File: src/logic/mac_irq_pkg.sv
package mac_irq_pkg;

    // -----------------------------------------------------------------
    // Register map (byte addresses, one word each)
    // -----------------------------------------------------------------
    localparam logic [7:0] ADDR_GLOBAL_CTRL   = 8'h04;
    localparam logic [7:0] ADDR_PACING_COUNT  = 8'h08;
    localparam logic [7:0] ADDR_TX_RAW        = 8'h10;
    localparam logic [7:0] ADDR_TX_MASKED     = 8'h14;
    localparam logic [7:0] ADDR_TX_EN_SET     = 8'h18;
    localparam logic [7:0] ADDR_TX_EN_CLEAR   = 8'h1C;
    localparam logic [7:0] ADDR_RX_RAW        = 8'h20;
    localparam logic [7:0] ADDR_RX_MASKED     = 8'h24;
    localparam logic [7:0] ADDR_RX_EN_SET     = 8'h28;
    localparam logic [7:0] ADDR_RX_EN_CLEAR   = 8'h2C;
    localparam logic [7:0] ADDR_MAC_RAW       = 8'h30;
    localparam logic [7:0] ADDR_MAC_MASKED    = 8'h34;
    localparam logic [7:0] ADDR_MAC_EN_SET    = 8'h38;
    localparam logic [7:0] ADDR_MAC_EN_CLEAR  = 8'h3C;
    localparam logic [7:0] ADDR_LINK_RAW      = 8'h40;
    localparam logic [7:0] ADDR_LINK_MASKED   = 8'h44;
    localparam logic [7:0] ADDR_LINK_ENABLE   = 8'h48;
    localparam logic [7:0] ADDR_USER_RAW      = 8'h50;
    localparam logic [7:0] ADDR_USER_MASKED   = 8'h54;
    localparam logic [7:0] ADDR_USER_EN_SET   = 8'h58;
    localparam logic [7:0] ADDR_USER_EN_CLEAR = 8'h5C;
    localparam logic [7:0] ADDR_TX_CP_BASE    = 8'h80;
    localparam logic [7:0] ADDR_RX_CP_BASE    = 8'hA0;

    // -----------------------------------------------------------------
    // Fields, widths, reset values
    // -----------------------------------------------------------------
    localparam int         CHANNELS       = 8;
    localparam int         SELECTORS      = 2;
    localparam int         PACE_WIDTH     = 17;
    localparam int         BIT_STAT       = 0;
    localparam int         BIT_HOSTERR    = 1;
    localparam int         BIT_GLOBAL_EN  = 0;
    localparam logic [16:0] PACE_RESET    = 17'h00000;
    localparam logic [31:0] STAT_THRESHOLD = 32'h80000000;

    typedef struct packed {
        logic        cyc;
        logic        stb;
        logic        we;
        logic [3:0]  sel;
        logic [7:0]  adr;
        logic [31:0] dat;
    } wb_req_t;

    typedef struct packed {
        logic        ack;
        logic [31:0] dat;
    } wb_rsp_t;

    // Per-channel completion pointer write from a DMA engine
    typedef struct packed {
        logic [7:0]  valid;
        logic [2:0]  chan;
        logic [31:0] addr;
    } cp_write_t;

endpackage

File: src/logic/mac_mgmt_interrupt_logic.sv
// Overview of operation
// [RULE1] Eight level transmit completion interrupts, sticky
// [RULE2] Transmit enable set/clear; raw and masked readable
// [RULE3] Device pointer write raises transmit interrupt
// [RULE4] Host pointer write clears only on match
// [RULE5] Host pointer writes never change stored pointer
// [RULE6] Host acknowledges with last processed descriptor
// [RULE7] Eight level receive completion interrupts, sticky
// [RULE8] Receive enable set/clear; raw and masked readable
// [RULE9] Device pointer write raises receive interrupt
// [RULE10] Host receive pointer write clears on match
// [RULE11] Counter overflow interrupt when counter top set
// [RULE12] Overflow interrupt follows counter top bits
// [RULE13] Descriptor error sticky until hardware reset
// [RULE14] Descriptor error enable set/clear; status readable
// [RULE15] Transmit descriptor faults flag descriptor error
// [RULE16] Receive descriptor faults flag descriptor error
// [RULE17] Link change sets raw bit per selector
// [RULE18] Masked link bit write-one-to-clear
// [RULE19] Start flag falling edge raises user done
// [RULE20] Masked user bit write-one-to-clear
// [RULE21] Re-enable with pending source gives new edge
// [RULE22] Pacing count register paces combined interrupt
// [RULE23] Global enable low keeps output low
// [RULE24] Enable loads pacing counter; wait for zero
module mac_mgmt_interrupt_logic
    import mac_irq_pkg::*;
#(
    parameter int PACE_DIV = 6
) (
    input  wire logic                  sys_clk,
    input  wire logic                  reset,
    input  wire mac_irq_pkg::wb_req_t  wbReq,
    output logic                       wbAck,
    output logic [31:0]                wbDatOut,
    input  wire mac_irq_pkg::cp_write_t txCpWrite,
    input  wire mac_irq_pkg::cp_write_t rxCpWrite,
    input  wire logic                  counterTopBits,
    input  wire logic [5:0]            txDescFault,
    input  wire logic [1:0]            rxDescFault,
    input  wire logic [1:0]            linkChange,
    input  wire logic [1:0]            userAccessStart,
    output logic                       combinedIrqOutput
);
    import mac_irq_pkg::*;

    // -----------------------------------------------------------------
    // Bus decode
    // -----------------------------------------------------------------
    function automatic logic hit(input logic [7:0] a, input logic [7:0] r);
        return a == r;
    endfunction

    wire logic        access = wbReq.cyc && wbReq.stb && !wbAck;
    wire logic        wr     = access && wbReq.we && wbReq.sel[0];
    wire logic [7:0]  adr    = wbReq.adr;
    wire logic [31:0] wdat   = wbReq.dat;
    wire logic        txCpHit = adr[7:5] == ADDR_TX_CP_BASE[7:5];
    wire logic        rxCpHit = adr[7:5] == ADDR_RX_CP_BASE[7:5];
    wire logic [2:0]  cpIdx   = adr[4:2];

    // -----------------------------------------------------------------
    // State
    // -----------------------------------------------------------------
    logic [31:0] txCp_q [CHANNELS];
    logic [31:0] rxCp_q [CHANNELS];
    logic [7:0]  txRaw_q, txEn_q, rxRaw_q, rxEn_q;
    logic [1:0]  macEn_q;
    logic        hostErr_q;
    logic [1:0]  linkRaw_q, linkEn_q, userRaw_q, userEn_q, userStart_q;
    logic        globalEn_q, globalEnPrev_q;
    logic [PACE_WIDTH-1:0] paceCount_q, paceTimer_q;
    logic [7:0]  divCnt_q;

    wire logic [7:0] txMasked = txRaw_q & txEn_q;
    wire logic [7:0] rxMasked = rxRaw_q & rxEn_q;
    wire logic       statMasked = counterTopBits && macEn_q[BIT_STAT]; // RULE11
    wire logic       hostMasked = hostErr_q && macEn_q[BIT_HOSTERR];
    wire logic [1:0] macRaw  = {hostErr_q, counterTopBits}; // RULE12
    wire logic [1:0] macMask = {hostMasked, statMasked};
    wire logic [1:0] linkMasked = linkRaw_q & linkEn_q;
    wire logic [1:0] userMasked = userRaw_q & userEn_q;
    wire logic       anySource = |txMasked || |rxMasked || |macMask
                                 || |linkMasked || |userMasked;
    wire logic [1:0] userDone = userStart_q & ~userAccessStart; // RULE19
    wire logic       enableRise = globalEn_q && !globalEnPrev_q;
    wire logic       paceTick = divCnt_q == 8'(PACE_DIV - 1);

    // -----------------------------------------------------------------
    // Completion pointers and channel interrupts
    // -----------------------------------------------------------------
    genvar ch;
    generate
        for (ch = 0; ch < CHANNELS; ch++) begin : gChan
            wire logic txDev = txCpWrite.valid[ch];
            wire logic rxDev = rxCpWrite.valid[ch];
            wire logic txAck = wr && txCpHit && cpIdx == 3'(ch)
                               && wdat == txCp_q[ch];            // RULE4 RULE6
            wire logic rxAck = wr && rxCpHit && cpIdx == 3'(ch)
                               && wdat == rxCp_q[ch];            // RULE10
            always_ff @(posedge sys_clk or posedge reset) begin
                if (reset) begin
                    txCp_q[ch]  <= 32'h00000000;
                    rxCp_q[ch]  <= 32'h00000000;
                    txRaw_q[ch] <= 1'b0;
                    rxRaw_q[ch] <= 1'b0;
                end else begin
                    // Only the DMA side stores pointers
                    if (txDev) txCp_q[ch] <= txCpWrite.addr;     // RULE3 RULE5
                    if (rxDev) rxCp_q[ch] <= rxCpWrite.addr;     // RULE9
                    // Device write wins over a same-cycle acknowledge
                    txRaw_q[ch] <= txDev | (txRaw_q[ch] & ~txAck); // RULE1
                    rxRaw_q[ch] <= rxDev | (rxRaw_q[ch] & ~rxAck); // RULE7
                end
            end
        end
    endgenerate

    // -----------------------------------------------------------------
    // Enables, sticky events
    // -----------------------------------------------------------------
    always_ff @(posedge sys_clk or posedge reset) begin
        if (reset) begin
            txEn_q      <= 8'h00;
            rxEn_q      <= 8'h00;
            macEn_q     <= 2'h0;
            hostErr_q   <= 1'b0;
            linkRaw_q   <= 2'h0;
            linkEn_q    <= 2'h0;
            userRaw_q   <= 2'h0;
            userEn_q    <= 2'h0;
            userStart_q <= 2'h0;
        end else begin
            userStart_q <= userAccessStart;
            if (wr && hit(adr, ADDR_TX_EN_SET)) begin
                txEn_q <= txEn_q | wdat[7:0];          // RULE2
            end
            if (wr && hit(adr, ADDR_TX_EN_CLEAR)) begin
                txEn_q <= txEn_q & ~wdat[7:0];         // RULE2
            end
            if (wr && hit(adr, ADDR_RX_EN_SET)) begin
                rxEn_q <= rxEn_q | wdat[7:0];          // RULE8
            end
            if (wr && hit(adr, ADDR_RX_EN_CLEAR)) begin
                rxEn_q <= rxEn_q & ~wdat[7:0];         // RULE8
            end
            if (wr && hit(adr, ADDR_MAC_EN_SET)) begin
                macEn_q <= macEn_q | wdat[1:0];        // RULE14
            end
            if (wr && hit(adr, ADDR_MAC_EN_CLEAR)) begin
                macEn_q <= macEn_q & ~wdat[1:0];       // RULE14
            end
            if (wr && hit(adr, ADDR_LINK_ENABLE)) begin
                linkEn_q <= wdat[1:0];                 // RULE17
            end
            if (wr && hit(adr, ADDR_USER_EN_SET)) begin
                userEn_q <= userEn_q | wdat[1:0];      // RULE19
            end
            if (wr && hit(adr, ADDR_USER_EN_CLEAR)) begin
                userEn_q <= userEn_q & ~wdat[1:0];     // RULE19
            end
            // Only reset clears it
            if (|txDescFault || |rxDescFault) hostErr_q <= 1'b1; // RULE13 RULE15 RULE16
            // Event set wins over write-one-to-clear
            linkRaw_q <= linkChange | (linkRaw_q & ~(wr && hit(adr,
                         ADDR_LINK_MASKED) ? wdat[1:0] : 2'h0));  // RULE17 RULE18
            userRaw_q <= userDone | (userRaw_q & ~(wr && hit(adr,
                         ADDR_USER_MASKED) ? wdat[1:0] : 2'h0));  // RULE19 RULE20
        end
    end

    // -----------------------------------------------------------------
    // Global enable and pacing
    // -----------------------------------------------------------------
    always_ff @(posedge sys_clk or posedge reset) begin
        if (reset) begin
            globalEn_q     <= 1'b0;
            globalEnPrev_q <= 1'b0;
            paceCount_q    <= PACE_RESET;
            paceTimer_q    <= PACE_RESET;
            divCnt_q       <= 8'h00;
            combinedIrqOutput <= 1'b0;
        end else begin
            globalEnPrev_q <= globalEn_q;
            if (wr && hit(adr, ADDR_GLOBAL_CTRL)) begin
                globalEn_q <= wdat[BIT_GLOBAL_EN];     // RULE21
            end
            if (wr && hit(adr, ADDR_PACING_COUNT)) begin
                paceCount_q <= wdat[16:0];             // RULE22
            end
            divCnt_q <= paceTick ? 8'h00 : divCnt_q + 8'h01;
            if (enableRise) begin
                paceTimer_q <= paceCount_q;            // RULE24
            end else if (paceTick && paceTimer_q != '0) begin
                paceTimer_q <= paceTimer_q - 1'b1;
            end
            // Drops whenever disabled so re-enable makes a fresh edge
            combinedIrqOutput <= globalEn_q && anySource
                                 && paceTimer_q == '0 && !enableRise;  // RULE21 RULE23
        end
    end

    // -----------------------------------------------------------------
    // Read mux and ack
    // -----------------------------------------------------------------
    logic [31:0] rdData;
    always_comb begin
        rdData = 32'h00000000;
        case (1'b1)
            hit(adr, ADDR_GLOBAL_CTRL):  rdData = {31'h0, globalEn_q};
            hit(adr, ADDR_PACING_COUNT): rdData = {15'h0, paceCount_q};
            hit(adr, ADDR_TX_RAW):       rdData = {24'h0, txRaw_q};
            hit(adr, ADDR_TX_MASKED):    rdData = {24'h0, txMasked};
            hit(adr, ADDR_TX_EN_SET),
            hit(adr, ADDR_TX_EN_CLEAR):  rdData = {24'h0, txEn_q};
            hit(adr, ADDR_RX_RAW):       rdData = {24'h0, rxRaw_q};
            hit(adr, ADDR_RX_MASKED):    rdData = {24'h0, rxMasked};
            hit(adr, ADDR_RX_EN_SET),
            hit(adr, ADDR_RX_EN_CLEAR):  rdData = {24'h0, rxEn_q};
            hit(adr, ADDR_MAC_RAW):      rdData = {30'h0, macRaw};
            hit(adr, ADDR_MAC_MASKED):   rdData = {30'h0, macMask};
            hit(adr, ADDR_MAC_EN_SET),
            hit(adr, ADDR_MAC_EN_CLEAR): rdData = {30'h0, macEn_q};
            hit(adr, ADDR_LINK_RAW):     rdData = {30'h0, linkRaw_q};
            hit(adr, ADDR_LINK_MASKED):  rdData = {30'h0, linkMasked};
            hit(adr, ADDR_LINK_ENABLE):  rdData = {30'h0, linkEn_q};
            hit(adr, ADDR_USER_RAW):     rdData = {30'h0, userRaw_q};
            hit(adr, ADDR_USER_MASKED):  rdData = {30'h0, userMasked};
            hit(adr, ADDR_USER_EN_SET),
            hit(adr, ADDR_USER_EN_CLEAR): rdData = {30'h0, userEn_q};
            txCpHit:                     rdData = txCp_q[cpIdx];
            rxCpHit:                     rdData = rxCp_q[cpIdx];
            default:                     rdData = 32'h00000000;
        endcase
    end

    always_ff @(posedge sys_clk or posedge reset) begin
        if (reset) begin
            wbAck    <= 1'b0;
            wbDatOut <= 32'h00000000;
        end else begin
            wbAck    <= access;
            wbDatOut <= access ? rdData : 32'h00000000;
        end
    end
endmodule

File: config.mk
export PLATFORM = sky130hd
export DESIGN_NAME = mac_mgmt_interrupt_logic
export DESIGN_NICKNAME = d
export VERILOG_FILES = /design/src/logic/mac_irq_pkg.sv /design/src/logic/mac_mgmt_interrupt_logic.sv
export SDC_FILE = /design/constraint.sdc
export NUM_CORES = 2
export LEC_CHECK = 0
export ABC_AREA = 1
export ABC_CLOCK_PERIOD_IN_PS = 28400
export BUFFER_PORTS_ARGS = -buffer_cell sky130_fd_sc_hd__buf_4
export CORE_MARGIN = 4
export CORE_UTILIZATION = 50
export CTS_CLUSTER_SIZE = 10
export DETAILED_ROUTE_END_ITERATION = 8
export PLACE_DENSITY = 0.72
export SETUP_SLACK_MARGIN = 0.1
export SYNTH_ARGS = -nofsm -noshare
export SYNTH_HDL_FRONTEND = slang
export SYNTH_SLANG_ARGS = --single-unit
File: constraint.sdc
create_clock -name sys_clk -period 28.4 [get_ports sys_clk]
set_clock_uncertainty 0.1 [all_clocks]
set_input_delay 2.84 -clock sys_clk [delete_from_list [all_inputs] [get_ports sys_clk]]
set_output_delay 2.84 -clock sys_clk [all_outputs]
set_load 0.05 [all_outputs]
Word-level counts from Yosys, hierarchy flattened --
Index checks and enable logic that the tools add are counted.
Storage, ports and cells: output and inout bits 34, bits in latches 0, memories kept 0, RAM bits 0, logic and storage cells 294, flip-flop bits (word level) 635, bits in read-only memories 0
Operators by class: mux-type cells 39, order comparisons 1, bitwise operators 71, shifts and indexed selects 0, div/mod/pow operators 0, add/subtract/negate cells 2, equal/unequal tests 47, reduce and logical (&&, ||, !) cells 85, $mul 0
Operators with widths (count):
- 2-to-1 mux 32 bit | 24
- == test 32 bit | 16
- binary-select mux 32 bit (select 3 bit) | 2
- == test 8 x 6 -> 1 bit (second input constant) | 8
- logical AND 1 bit | 58
- == test 8 x 7 -> 1 bit (second input constant) | 7
- 2-to-1 mux 8 bit | 5
- 2-to-1 mux 17 bit | 2
- bitwise AND 8 bit | 4
- == test 8 x 5 -> 1 bit (second input constant) | 4
- == test 3 bit (second input constant) | 6
- zero test 17 bit | 1
- nonzero test 17 bit | 1
- subtractor 17 x 1 -> 17 bit (second input constant) | 1
- bitwise AND 1 bit | 16
- == test 8 x 3 -> 1 bit (second input constant) | 2
- NOT 1 bit | 16
- bitwise OR 1 bit | 16
- bitwise OR 8 bit | 2
- OR reduction 2 bit | 8
- OR reduction 8 bit | 2
- bitwise AND 2 bit | 7
- 2-to-1 mux 2 bit | 6
- nonzero test 2 bit | 5
- other kinds (13) | 26

Depth between registers and ports, before layout --
depth in word-level cells 24, depth in mapped cells 22, gate-level depth less buffers 21

Least setup slack after synthesis --
Ideal clock, no wire load.
kind input port to flip-flop, start input port wbReq[34] (netlist bit), end register wbDatOut[3], buffers on the path 2, cell stages on the path 14, arrival 4.156 ns, path slack 24.031 ns, library setup time 0.113 ns, cell sequence buf_6 > nand2_4 > inv_1 > buf_6 > a221oi_1 > nand2_1 > o211ai_1 > o2111ai_1 > nand2_1 > nand2_1 > o21ai_1 > o211ai_1 > nand2_1 > inv_1
On the way: longest elaborated chain between the ends 24
RTL lines:
- start, declared | RTL line mac_mgmt_interrupt_logic.sv:33 | input wire mac_irq_pkg::wb_req_t wbReq,
- NOT 3 -> 4 bit (implied by the code) | RTL line mac_mgmt_interrupt_logic.sv:231, mac_mgmt_interrupt_logic.sv:232
- binary-select mux 32 bit (select 3 bit) | RTL line mac_mgmt_interrupt_logic.sv:232 | rxCpHit: rdData = rxCp_q[cpIdx];
- 2-to-1 mux 32 bit (implied by the code) (2 in a row) | RTL line mac_mgmt_interrupt_logic.sv:232
- 2-to-1 mux 32 bit (18 in a row) | RTL line mac_mgmt_interrupt_logic.sv:209 | case (1'b1)
- 2-to-1 mux 32 bit (*) | RTL line mac_mgmt_interrupt_logic.sv:209
- 2-to-1 mux 32 bit (*) | RTL line mac_mgmt_interrupt_logic.sv:243 | wbDatOut <= access ? rdData : 32'h00000000;
- end signal, assigned | RTL line mac_mgmt_interrupt_logic.sv:243
- end, declared | RTL line mac_mgmt_interrupt_logic.sv:35 | output logic [31:0] wbDatOut,
Every way passes the cells marked *; elsewhere a longest branch is shown, timed or not. The select of a mux whose other input is x is not followed. A chain may end at the register's enable or synchronous reset.

Final worst setup path --
start input port wbReq[34] (netlist bit), end register wbDatOut[6]
Same word-level chain as after synthesis.

==> summary.md <==
| Metric | Value |
|---|---|
| Status | completed |
| Total CTS buffers | 75 |
| Final Net Count | approximately 4700 |
| Hold buffer count at CTS | 0 |
| Synth Warn # | 0 |
| Slew Limit Headroom | 0.1394 |
| Largest net degree at the start of global routing | 157 |
| Share of cells above drive strength 1 | 0.07631 |
| Synthesized-area fraction occupied by adder cells | 0.001057 |
| CTS HTree Levels | 3 |
| # setup viols final | 0 |
| Setup Fix Bufs, Post-CTS | 0 |
| HPWL after DPL | between 90000 and 100000 um |
| Most frequent cells in the layout | 1491 x nand2_1, 635 x dfrtp_1, 415 x inv_1 |
| Worst slack, placed | between 20 and 25 ns |
| Switching Fraction | 0.3164 |
| Top Ports | approximately 180 |
| Clock network power share | 0.374 |
| Final Hold Viols | 0 |
| Detailed Route WL | around 140000 um |
| Share of synthesized area spent on multiplexers | 0 |
| Number of routed nets with antenna violations | 0 |
| Placeable Area | approximately 0.070 mm^2 |
| Cell taking the most area after synthesis | dfrtp_1 |
| Drt drc | 0 |
| Max Freq | ~170 MHz |
| Post-Route Setup TNS | 0 ns |
| GRT overflow | 0 |
| Period minus WS final | 5.838 ns |
| # rows | between 90 and 100 |
| Arrival time of the worst setup path | between 6 and 7 ns |
| Post-DR wirelength/cell | 25.06 um |
| Netlist cell types | just under 60 |
| Startpoint types | primary input |
| CP Capture Type | flip-flop |
| Initial core utilization | 0.5055 |
| Vias per cell | 6.144 |
| Asr flop ratio synth | 1.000 |
| GP Congestion | between 1 and 1.5 |
| Slack of the critical path | about 23 ns |
| Leakage power | about 18 nW |
| Commonest non-fill, non-tap cell in the layout | nand2_1 |
| Areal power density over the cells | roughly 61 mW/mm^2 |
| CTS Sinks | 635 |
| Number of global-route vias before repair | between 30000 and 40000 |
| Filler cells | approximately 6500 |
| Worst hold path type | reg -> reg |
| Crit path max fanout | 54 |
| Synth Area in Compound Gates | 0.1505 |
| Post-synth EDFFs | 0 |
| Worst Max-Slew Pin Slew | approximately 1.3 ns |
| Cells after Synth | 4583 |
| Unrepaired setup endpoints after global routing | no |
| Worst IR Drop VDD | ~44 uV |
| Max cap viols | 0 |
| Non-Filler Instances | around 5500 |
| Yosys top cell area share | 0.4473 |
| Post-synthesis average cell area | 7.752 um^2 |
| Syn Nets | ~4700 |
| PortBufs | between 150 and 200 |
| DRT iter0 DRCs | 5125 |
| XOR/XNOR share of the synthesized area | 0.07224 |
| Clock transition at the registers of the reported paths | ~0.050 ns |
| Worst Path Required | 28.81 ns |
| CTS tree | yes |
| First-pass DRT Iterations | 9 |
| Placed Cells | 5386 |
| Comb pwr share | 0.177 |
| Reg power frac | 0.449 |
| Worst path max stage delay | ~0.67 ns |
| Initial antenna violation count | 17 |
| Register bit total from synthesis | roughly 640 |
| Largest family of logic cells by synthesized area | simple AND/OR/NAND/NOR gates |
| CTS root buf | clkbuf_16 |
| Top cells by area, synth | dfrtp_1 45%, nand2_1 16%, o21ai_0 5.2% |
| Die width | 274.6 um |
| Post-synthesis sequential area ratio | 0.4473 |
| DIE HEIGHT | 274.6 um |
| Final cycle utilization of the critical path | 0.2056 |
| Post-synthesis cell area | 0.03553 mm^2 |
| Global-route wire length before repair | just over 200000 um |
| Slew Limit Fails | 0 |
| Post-cts resize count | 0 |
| Simple-Gate Fraction of Synth Area | 0.2337 |
| Die area | approximately 0.075 mm^2 |
| Number of vias in the routed layout | roughly 34000 |
| Kind of critical path | in -> reg |
| Skew-Pair Late Insertion Delay | 0.65 ns |
| Max Buffers Root-to-Sink | 3 |
| All-Layer GR Usage | 0.3583 |
| Cell Chain, Critical Path | buf_4, nand2_4, inv_1, buf_4, nand2_1, o2111ai_1, o211ai_1, o2111ai_1, nand2_1, nand2_1, o21ai_1, o211ai_1, o211ai_1, inv_1 |
| Area growth, synth to finish | 8.671% |
| Internal Pwr Total | roughly 1.6 mW |
| Max stage delay cell, worst path | nand2_4 |
| Prevailing post-synth register cell | dfrtp_1 |
| Switching Power | around 0.74 mW |
-- final timing paths --
path | start | cells after the start | slack [ns] | to
max | wbReq[34] | 14 | 22.56 | wbDatOut[6]$_DFF_PP0_
min | globalEn_q$_DFFE_PP0P_ | 0 | 0.34 | globalEnPrev_q$_DFF_PP0_
max reg2reg | wbAck$_DFF_PP0_ | 6 | 25.35 | flip-flop
min reg2reg | globalEn_q$_DFFE_PP0P_ | 0 | 0.34 | globalEnPrev_q$_DFF_PP0_
max in group asynchronous | reset | 5 | 22.79 | rxCp_q[73]$_DFFE_PP0P_
min in group asynchronous | reset | 2 | 2.35 | hostErr_q$_DFFE_PP0P_
-- through the flow --
stage / hold WS (ns) / util / total power [mW] / cell area, um^2
finish: 0.3358 / 0.5494 / 2.348 / 38610
global placement: 0.3195 / 0.5193 / 1.456 / 36500
detailed placement: 0.3297 / 0.5193 / 1.466 / 36500
global route: 0.3646 / 0.5491 / 2.426 / 38590
CTS: 0.3405 / 0.5488 / 2.331 / 38570
floorplan: 0.2945 / - / 1.330 / 35530
-- area by class of cell --
type                    count  area [um^2]  share of cell area
diodes                     15        37.54           0.0009723
clock buffers              95         2003             0.05189
clock inverters             6        70.07            0.001815
inverters                 448         1702             0.04408
multi-input cells        3169        16260              0.4211
flip-flops and latches    635        15890              0.4116
well taps                 940         1176             0.03047
repair buffers            194         1469             0.03805
-- cell families (layout without fill, tap and decap cells) --
logic type / count (synthesis) / after routing
compound gates: 873 / 873
other cells: 0 / 15
fa+ha+maj: 3 / 3
xor+xnor: 293 / 293
flops: 635 / 635
simple gates: 2000 / 2000
buf+inv: 779 / 743
-- sequential cells by signal (all words and copies together), names as in the netlist, named ones only --
| signal | flops |
|---|---|
| combinedIrqOutput | 1 |
| divCnt_q | 8 |
| globalEnPrev_q | 1 |
| globalEn_q | 1 |
| hostErr_q | 1 |
| linkEn_q | 2 |
| linkRaw_q | 2 |
| paceCount_q | 17 |
| paceTimer_q | 17 |
| rxCp_q | 256 |
| rxRaw_q | 8 |
| txCp_q | 256 |
| txRaw_q | 8 |
| userRaw_q | 2 |
| userStart_q | 2 |
| wbAck | 1 |
| wbDatOut | 32 |
-- metal layers --
metal	up-vias	global-route usage	wire [um]
met4	8	0.1965	9158
met1	16069	0.4818	51730
li1	14851	-	-
met3	461	0.1108	19520
met2	2417	0.5172	57390
met5	-	0	51
-- synth_stat cells, types with 11 or more instances --
library cell	number
nand2_1	1491
dfrtp_1	635
inv_1	416
o21ai_0	369
nor2_1	165
o22ai_1	164
xor2_1	156
clkbuf_1	141
xnor2_1	137
a21oi_1	109
nand3_1	98
buf_2	97
nor3_1	89
nand4_1	80
buf_4	53
a221oi_1	47
o2111ai_1	42
nor4_1	39
o211ai_1	38
a211oi_1	24
o311ai_0	18
inv_2	16
buf_1	15
buf_6	15
o21ai_1	14
clkinv_1	11
o41ai_1	11
-- critical path: cells and delay by family --
family | cells | cell delay, ns
AO/OA/AOI/OAI | 6 | 1.20
buffers and inverters | 4 | 1.20
AND/OR/NAND/NOR | 4 | 0.96
-- power by group through the flow --
stage,sequential [mW],clock (mW),combinational (mW)
6_report,1.05,0.878,0.416
5_1_grt,1.06,0.916,0.449
4_1_cts,1.05,0.878,0.404
3_5_place_dp,1.06,0,0.401
3_3_place_gp,1.06,0,0.394
2_1_floorplan,1.05,0,0.277
Note: power is estimated with default switching activity, not from simulation.
